## config.mk

```make
export PLATFORM = sky130hd
export DESIGN_NAME = two_hand_control_with_muting
export DESIGN_NICKNAME = d
export VERILOG_FILES = /design/src/design/thc_pkg.sv /design/src/design/input_sync.sv /design/src/design/two_hand_control_with_muting.sv
export SDC_FILE = /design/constraint.sdc
export NUM_CORES = 1
export LEC_CHECK = 0
export BUFFER_PORTS_ARGS = -buffer_cell sky130_fd_sc_hd__buf_4
export CAP_MARGIN = 20
export CORE_AREA = 3 3 77 79
export CTS_CLUSTER_DIAMETER = 60
export CTS_CLUSTER_SIZE = 20
export DETAILED_ROUTE_END_ITERATION = 6
export DIE_AREA = 0 0 80 82
export PLACE_DENSITY = 0.76
export SLEW_MARGIN = 20
export SYNTH_ARGS = -nofsm -noshare
export SYNTH_HDL_FRONTEND = slang
export SYNTH_HIERARCHICAL = 1
export SYNTH_SLANG_ARGS = --single-unit
```

## constraint.sdc

```tcl
create_clock -name sys_clk -period 2.3 [get_ports sys_clk]
set_input_delay 0.23 -clock sys_clk [delete_from_list [all_inputs] [get_ports sys_clk]]
set_output_delay 0.23 -clock sys_clk [all_outputs]
set_load 0.02 [all_outputs]
```

## src/design/thc_pkg.sv

```systemverilog
// Shared types and timing constants for the two-hand control block.
// Assumes a single 40 MHz scan clock and pin inputs from outside that domain.
package thc_pkg;
  localparam int NUM_STATIONS = 4;
  localparam int CLK_HZ = 40_000_000;
  localparam int SIMUL_WINDOW_S = 3;
  localparam int SIMUL_CYCLES = SIMUL_WINDOW_S * CLK_HZ;
  localparam int SIMUL_W = 27;
  localparam int SYNC_STAGES = 3;

  typedef struct packed {
    logic [NUM_STATIONS-1:0] stationRun;
    logic safeguardRun;
    logic bypassRun;
    logic muteChanA;
    logic muteChanB;
    logic mutePermit;
  } thc_inputs_t;

  typedef struct packed {
    logic bypassEnable;
    logic muteUsed;
    logic permitMapped;
    logic [NUM_STATIONS-1:0] muteSelect;
  } thc_config_t;

  typedef struct packed {
    logic blockOut;
    logic bypassOut;
    logic safetyOut;
    logic muted;
  } thc_status_t;
endpackage : thc_pkg

```

## src/design/input_sync.sv

```systemverilog
// Three-stage synchroniser with a two-stage agreement filter for pin inputs.
// Assumes the input is asynchronous to sys_clk.
`timescale 1ns/100ps
module input_sync #(
  parameter int W = 9
) (
  // Clock and reset
  input wire logic sys_clk,
  input wire logic rst,
  // Data
  input wire logic [W-1:0] pinIn,
  output logic [W-1:0] syncOut
);
  import thc_pkg::*;

  logic [W-1:0] s1_ff, s2_ff, s3_ff, out_ff;
  logic [W-1:0] nxt_out;

  // First stage feeds only the second stage
  always_comb begin
    nxt_out = out_ff;
    for (int i = 0; i < W; i++) begin
      if (s2_ff[i] == s3_ff[i]) begin
        nxt_out[i] = s2_ff[i];
      end
    end
  end

  always_ff @(posedge sys_clk or posedge rst) begin
    if (rst) begin
      s1_ff <= '0;
      s2_ff <= '0;
      s3_ff <= '0;
      out_ff <= '0;
    end else begin
      s1_ff <= pinIn;
      s2_ff <= s1_ff;
      s3_ff <= s2_ff;
      out_ff <= nxt_out;
    end
  end

  assign syncOut = out_ff;
endmodule : input_sync

```

## src/design/two_hand_control_with_muting.sv

```systemverilog
// Two-hand control decision with bypass, optical safeguard and station muting.
// Assumes pin inputs are asynchronous; configuration is static during operation.
`timescale 1ns/100ps
module two_hand_control_with_muting (
  // Clock and reset
  input wire logic sys_clk,
  input wire logic rst,
  // Field pins
  input wire thc_pkg::thc_inputs_t pins,
  // Static configuration
  input wire thc_pkg::thc_config_t cfg,
  // Results
  output thc_pkg::thc_status_t status
);
  import thc_pkg::*;

  localparam int IW = $bits(thc_inputs_t);

  thc_inputs_t in;
  logic [IW-1:0] syncBits;

  input_sync #(.W(IW)) u_sync (
    .sys_clk(sys_clk),
    .rst(rst),
    .pinIn(pins),
    .syncOut(syncBits)
  );
  assign in = thc_inputs_t'(syncBits);

  typedef enum logic [1:0] {MS_IDLE, MS_ONE, MS_BLOCKED, MS_MUTED} mute_state_t;

  mute_state_t muteSt_ff, nxt_muteSt;
  logic [SIMUL_W-1:0] simCnt_ff, nxt_simCnt;
  logic armed_ff, nxt_armed;
  logic blockOut_ff, nxt_blockOut;
  logic bypassOut_ff, nxt_bypassOut;
  logic safetyOut_ff, nxt_safetyOut;
  logic prevReady_ff, nxt_prevReady;
  logic prevSafe_ff, nxt_prevSafe;

  function automatic logic allRun(input logic [NUM_STATIONS-1:0] v,
                                  input logic [NUM_STATIONS-1:0] need);
    allRun = ((v & need) == need);
  endfunction : allRun

  // Station 0 is the one that may be bypassed; the rest always count
  logic [NUM_STATIONS-1:0] needMask;
  logic anyMute, bothMute, bypassOk, handsReady, heldMute;
  always_comb begin
    needMask = '1;
    if (cfg.bypassEnable) begin
      needMask[0] = 1'b0;
    end
    anyMute = in.muteChanA | in.muteChanB;
    bothMute = in.muteChanA & in.muteChanB;
    bypassOk = !cfg.bypassEnable || (in.stationRun[0] ^ in.bypassRun);
    // Station 0 alone or the bypass switch alone completes the bypass group
    handsReady = allRun(in.stationRun, needMask) && bypassOk;
    // Selected stations may drop while muted; others keep turn-off authority.
    // A muted station 0 may leave the bypass group empty, but a conflict still stops.
    heldMute = (muteSt_ff == MS_MUTED)
               && allRun(in.stationRun, needMask & ~cfg.muteSelect)
               && !(cfg.bypassEnable && in.stationRun[0] && in.bypassRun)
               && (cfg.muteSelect[0] || bypassOk);
  end

  // Mute sequencing; the window is counted in scan ticks
  always_comb begin
    nxt_muteSt = muteSt_ff;
    nxt_simCnt = simCnt_ff;
    unique case (muteSt_ff)
      MS_IDLE: begin
        nxt_simCnt = '0;
        if (cfg.muteUsed && anyMute) begin
          // Both at once counts as simultaneous
          if (bothMute && in.safeguardRun && blockOut_ff
              && (!cfg.permitMapped || in.mutePermit)) begin
            nxt_muteSt = MS_MUTED;
          end else if (bothMute) begin
            nxt_muteSt = MS_BLOCKED;
          end else begin
            nxt_muteSt = MS_ONE;
          end
        end
      end
      MS_ONE: begin
        nxt_simCnt = simCnt_ff + SIMUL_W'(1);
        if (!anyMute) begin
          nxt_muteSt = MS_IDLE;
        end else if (bothMute) begin
          if (in.safeguardRun && blockOut_ff && (!cfg.permitMapped || in.mutePermit)) begin
            nxt_muteSt = MS_MUTED;
          end else begin
            nxt_muteSt = MS_BLOCKED;
          end
        end else if (simCnt_ff >= SIMUL_W'(SIMUL_CYCLES - 1)) begin
          nxt_muteSt = MS_BLOCKED;
        end
      end
      MS_BLOCKED: begin
        // Stays blocked until every sensor clears, so a late pair cannot mute
        if (!anyMute) begin
          nxt_muteSt = MS_IDLE;
        end
      end
      MS_MUTED: begin
        // Permit is not rechecked here: dropping it mid-mute has no effect
        if (!bothMute || !in.safeguardRun) begin
          nxt_muteSt = anyMute ? MS_BLOCKED : MS_IDLE;
        end
      end
    endcase
  end

  // Synchroniser outputs read as stop until they fill; arming waits for them,
  // so a power-up with hands in run is not taken for a stop
  localparam int SETTLE_TICKS = SYNC_STAGES + 1;
  logic [2:0] settle_ff, nxt_settle;
  logic settled;
  always_comb begin
    settled = (settle_ff == 3'(SETTLE_TICKS));
    nxt_settle = settle_ff;
    if (!settled) begin
      nxt_settle = settle_ff + 3'h1;
    end
  end

  always_ff @(posedge sys_clk or posedge rst) begin
    if (rst) begin
      settle_ff <= '0;
    end else begin
      settle_ff <= nxt_settle;
    end
  end

  // Output decision
  logic startOk;
  always_comb begin
    nxt_prevReady = handsReady;
    nxt_prevSafe = in.safeguardRun;
    nxt_armed = armed_ff;
    // Power-up with hands in run keeps block and safety outputs off until a stop is seen
    if (settled && !handsReady) begin
      nxt_armed = 1'b1;
    end
    // Start on the hands' rising edge with safeguard already in run
    startOk = armed_ff && handsReady && !prevReady_ff && prevSafe_ff
              && in.safeguardRun;
    if (blockOut_ff) begin
      nxt_blockOut = in.safeguardRun && (handsReady || heldMute);
    end else begin
      nxt_blockOut = startOk;
    end
    nxt_bypassOut = cfg.bypassEnable && (in.stationRun[0] ^ in.bypassRun);
    nxt_safetyOut = nxt_blockOut;
  end

  always_ff @(posedge sys_clk or posedge rst) begin
    if (rst) begin
      muteSt_ff <= MS_IDLE;
      simCnt_ff <= '0;
      armed_ff <= 1'b0;
      blockOut_ff <= 1'b0;
      bypassOut_ff <= 1'b0;
      safetyOut_ff <= 1'b0;
      prevReady_ff <= 1'b1;
      prevSafe_ff <= 1'b0;
    end else begin
      muteSt_ff <= nxt_muteSt;
      simCnt_ff <= nxt_simCnt;
      armed_ff <= nxt_armed;
      blockOut_ff <= nxt_blockOut;
      bypassOut_ff <= nxt_bypassOut;
      safetyOut_ff <= nxt_safetyOut;
      prevReady_ff <= nxt_prevReady;
      prevSafe_ff <= nxt_prevSafe;
    end
  end

  logic muted_ff;
  always_ff @(posedge sys_clk or posedge rst) begin
    if (rst) begin
      muted_ff <= 1'b0;
    end else begin
      muted_ff <= (nxt_muteSt == MS_MUTED);
    end
  end

  assign status = '{
    blockOut: blockOut_ff,
    bypassOut: bypassOut_ff,
    safetyOut: safetyOut_ff,
    muted: muted_ff
  };

  a_safeguard_off: assert property (@(posedge sys_clk) disable iff (rst)
    !in.safeguardRun |=> !blockOut_ff) else $error("output on without safeguard");
  a_start_needs_guard: assert property (@(posedge sys_clk) disable iff (rst)
    $rose(blockOut_ff) |-> $past(prevSafe_ff)) else $error("start without guard");
  a_bypass_conflict: assert property (@(posedge sys_clk) disable iff (rst)
    (cfg.bypassEnable && in.stationRun[0] && in.bypassRun) |=> !bypassOut_ff && !blockOut_ff)
    else $error("bypass conflict not forced off");
  a_bypass_exclusive: assert property (@(posedge sys_clk) disable iff (rst)
    bypassOut_ff |-> $past(in.stationRun[0] ^ in.bypassRun)) else $error("bypass not exclusive");
  a_powerup_hold: assert property (@(posedge sys_clk) disable iff (rst)
    !armed_ff |-> !blockOut_ff) else $error("output on before arming");
  a_follow_logic: assert property (@(posedge sys_clk) disable iff (rst)
    safetyOut_ff == blockOut_ff) else $error("safety output diverged");
  a_window_expiry: assert property (@(posedge sys_clk) disable iff (rst)
    (muteSt_ff == MS_ONE && simCnt_ff >= SIMUL_W'(SIMUL_CYCLES - 1) && !bothMute && anyMute)
    |=> muteSt_ff == MS_BLOCKED) else $error("window not enforced");
  a_blocked_no_mute: assert property (@(posedge sys_clk) disable iff (rst)
    muteSt_ff == MS_BLOCKED |=> muteSt_ff != MS_MUTED) else $error("muted after failure");
  a_mute_entry: assert property (@(posedge sys_clk) disable iff (rst)
    $rose(muted_ff) |-> $past(bothMute && in.safeguardRun, 1)) else $error("bad mute entry");
  a_unselected_off: assert property (@(posedge sys_clk) disable iff (rst)
    (blockOut_ff && !allRun(in.stationRun, needMask & ~cfg.muteSelect)) |=> !blockOut_ff)
    else $error("unselected station lost authority");
  a_arm_needs_stop: assert property (@(posedge sys_clk) disable iff (rst)
    (!armed_ff && (!settled || handsReady)) |=> !armed_ff) else $error("armed without stop");
  a_permit_at_entry: assert property (@(posedge sys_clk) disable iff (rst)
    ($rose(muted_ff) && cfg.permitMapped) |-> $past(in.mutePermit)) else $error("mute without permit");
endmodule : two_hand_control_with_muting

```

==> qor.csv <==
stage,metric,value,unit
outcome,status,"complete, no violations",
global_routing,grt_overflow,0,
timing,fin_tns_setup,0,ns
yosys,synth-seq-cells,74,
yosys,synthFlopType,dfrtp_1,
timing,setup_ws,0.325,ns
global_routing,grt_util_met1,0.231,
yosys,avgSynthCellArea,11.5,um2
power,swShare,0.285,
power,p_comb_frac,0.135,
route,vias,2081,
power,leakagePower,1.54,nW
global_routing,antenna_found_initial,0,
yosys,netlist_area,3060,um2
final_layout,fillers,398,
critical_path,cp_max_fo,6,
global_routing,grt_pass1_vias,2036,
clock_tree,cts_tree,done,
route,postRouteAntennaNets,0,
timing,hold_viol_final,0,
job,drv_cap,0,
die,die_area,6560,um2
die,rows,27,
yosys,yosys.area.top_type,dfrtp_1,
yosys,syn_nets,288,
yosys,synth.distinct_cells,47,
die,pin_count,22,
power,p_clk_frac,0.335,
place,globalplace.congestion,0.791,
clock_tree,post_cts_buffers,0,
die,die_h,82,um
timing,slew_violations,0,
yosys,synth_area_leaders,"dfrtp_1 (60%), nor2_1 (3.6%), maj3_2 (3.3%)",
yosys,yosys_warnings,6,
final_layout,drive_above_1_share,0.190,
yosys,synthArstFlopShare,1.00,
clock_tree,clkSinkCount,74,
critical_path,required,2.58,ns
place,io_buffers,21,
global_routing,grt_pass1_wl,9110,um
power,vdd_ir_drop_max,0.699,mV
clock_tree,clock_path_buffers,2,
timing,period_needed,1.98,ns
power,power_frac_seq,0.530,
final_layout,multi_input_area,1130,um2
critical_path,startpoint_type,flip-flop,
hold_path,holdCritPathClass,primary input to flip-flop,
place,dp_slack,0.331,ns
clock_tree,cts_inserted_buffers,9,
final_layout,nNetsFinal,326,
power,power.switching,0.787,mW
yosys,synth_edf_count,0,
timing,fmax,0.506,GHz
place,placedCellCount,356,
route,wire_per_inst,14.0,um
global_routing,grt_max_degree,39,
clock_tree,clk_pin_slew,0.08,ns
timing,relSlewSlack,0.655,
timing,hold_ws,0.108,ns
place,hpwl,3700,um
route,firstDrtPassIters,4,
power,total_power,2.76,mW
clock_tree,cts-root-buf,clkbuf_8,
route,drt_iter0_drc,82,
final_layout,final_cells,382,
timing,rsz0062_at_grt,no,
final_layout,seq_area,1850,um2
timing,clock_skew,0.00963,ns
global_routing,top_usage_layer,met2,
critical_path,end_kind,flip-flop,
yosys,yosysMostFrequentCell,dfrtp_1,
yosys,syn-instance-count,267,
critical_path,worst-setup-path-type,flip-flop to flip-flop,
die,die_w,80,um
timing,tightest_slew,0.513,ns
power,powerDensity,769,nW/um2
yosys,ys_seq_area_frac,0.605,
route,via_per_inst,5.45,
final_layout,area_delta_synth_final,17.1,%
route,drc,0,
timing,report.final.setup_viol,0,
die,start_util,0.567,
yosys,synth_common_cells,"dfrtp_1 (73), nor2_1 (29), nand2_1 (25)",
clock_tree,cts_htree_levels,3,
final_layout,n_antenna_cell,0,
critical_path,rrSetupSlack,0.32,ns
yosys,netlist.area_leader.share,0.596,
route,wl,5360,um
global_routing,grt_util_met2,0.305,
timing,period_share,0.859,
global_routing,grt.total_usage,0.185,
power,internal_power,1.97,mW
critical_path,arrival,2.26,ns
global_routing,grt_util_met3,0.0548,
die,core,5410,um2
clock_tree,clock_latency,0.35,ns
power groups by stage:
stage | Sequential, mW | Clock [mW] | Combinational (mW)
after detailed placement | 1.49 | 0 | 0.360
after global placement | 1.48 | 0 | 0.356
final | 1.46 | 0.923 | 0.372
after floorplan | 1.45 | 0 | 0.264
after CTS | 1.46 | 0.952 | 0.376
after global routing | 1.48 | 1.02 | 0.411
cells in the final DEF (no fill, tap or decap), types with 4 or more instances in the layout:
| master | n |
|---|---|
| clkbuf_8 | 10 |
| inv_1 | 9 |
| maj3_2 | 9 |
| or3_1 | 7 |
| nor4_1 | 5 |
| dfrtp_1 | 73 |
| nand4_1 | 4 |
| o21ai_0 | 15 |
| nand3_1 | 10 |
| buf_4 | 26 |
| xnor2_1 | 11 |
| nand2_1 | 25 |
| a21oi_1 | 6 |
| xor2_1 | 7 |
| nor2_1 | 29 |
| dlygate4sd3_1 | 10 |
layout make-up:
| type | instances | area share |
|---|---|---|
| tap | 72 | 0.0251 |
| clock inverter | 6 | 0.0140 |
| inverter | 9 | 0.00942 |
| clock buffer | 10 | 0.0384 |
| timing repair buffer | 36 | 0.0823 |
| sequential | 74 | 0.517 |
| multi-input combinational | 175 | 0.314 |
metrics by stage:
| step | utilization | area, um2 |
|---|---|---|
| 3_3_place_gp | 0.610 | 3300 |
| 5_1_grt | 0.663 | 3590 |
| 3_5_place_dp | 0.610 | 3300 |
| 6_report | 0.663 | 3590 |
| 2_1_floorplan | - | 3060 |
| 4_1_cts | 0.663 | 3590 |
cell families (layout without fill, tap and decap cells):
kind of cell,Yosys count,in the layout,synth area share
XOR/XNOR,18,18,0.0515
adder cells (fa/ha/maj),12,12,0.0453
AND/OR/NAND/NOR,104,104,0.182
buffers and inverters,18,61,0.0274
AO/OA/AOI/OAI,41,41,0.0886
flip-flops,74,74,0.605
what timing repair did:
action                    4_1_cts  5_1_grt
hold endpoints to repair       41        0
hold buffers                   10        0
resized for setup               0        0
routing by layer:
layer / part of all wire / wire length [um]
met1: 0.45 / 2390
met2: 0.50 / 2700
met3: 0.038 / 205
met4: 0.013 / 68
met5: 0 / 0
worst max-delay path, cell delays in order (launching register included):
cell and delay, ns:
dfrtp_1 0.44, nor4_1 0.50, o21ai_0 0.16, o21ai_1 0.21, or4bb_1 0.46, a21boi_2 0.15
registers in the layout (all words and copies together), names as in the netlist, 2 cells and up:
| register | cells |
|---|---|
| u_sync/s2_ff | 9 |
| settle_ff | 3 |
| muteSt_ff | 2 |
| simCnt_ff | 27 |
| u_sync/syncOut | 9 |
| u_sync/s1_ff | 9 |
| u_sync/s3_ff | 9 |
final timing paths:
path | cells after the start | startpoint | endpoint
worst max-delay path | 5 | simCnt_ff[14]$_DFFE_PP0P_ | muted_ff$_DFF_PP0_
worst min-delay path | 2 | cfg[6] | bypassOut_ff$_DFF_PP0_
worst max register to register | 5 | simCnt_ff[14]$_DFFE_PP0P_ | muted_ff$_DFF_PP0_
worst min register to register | 0 | u_sync/s1_ff[1]$_DFF_PP0_ | u_sync/s2_ff[1]$_DFF_PP0_
max in group asynchronous | 4 | rst | prevReady_ff$_DFF_PP1_
min in group asynchronous | 4 | rst | u_sync/syncOut[4]$_DFFE_PP0N_
Note: power is estimated with default switching activity, not from simulation.
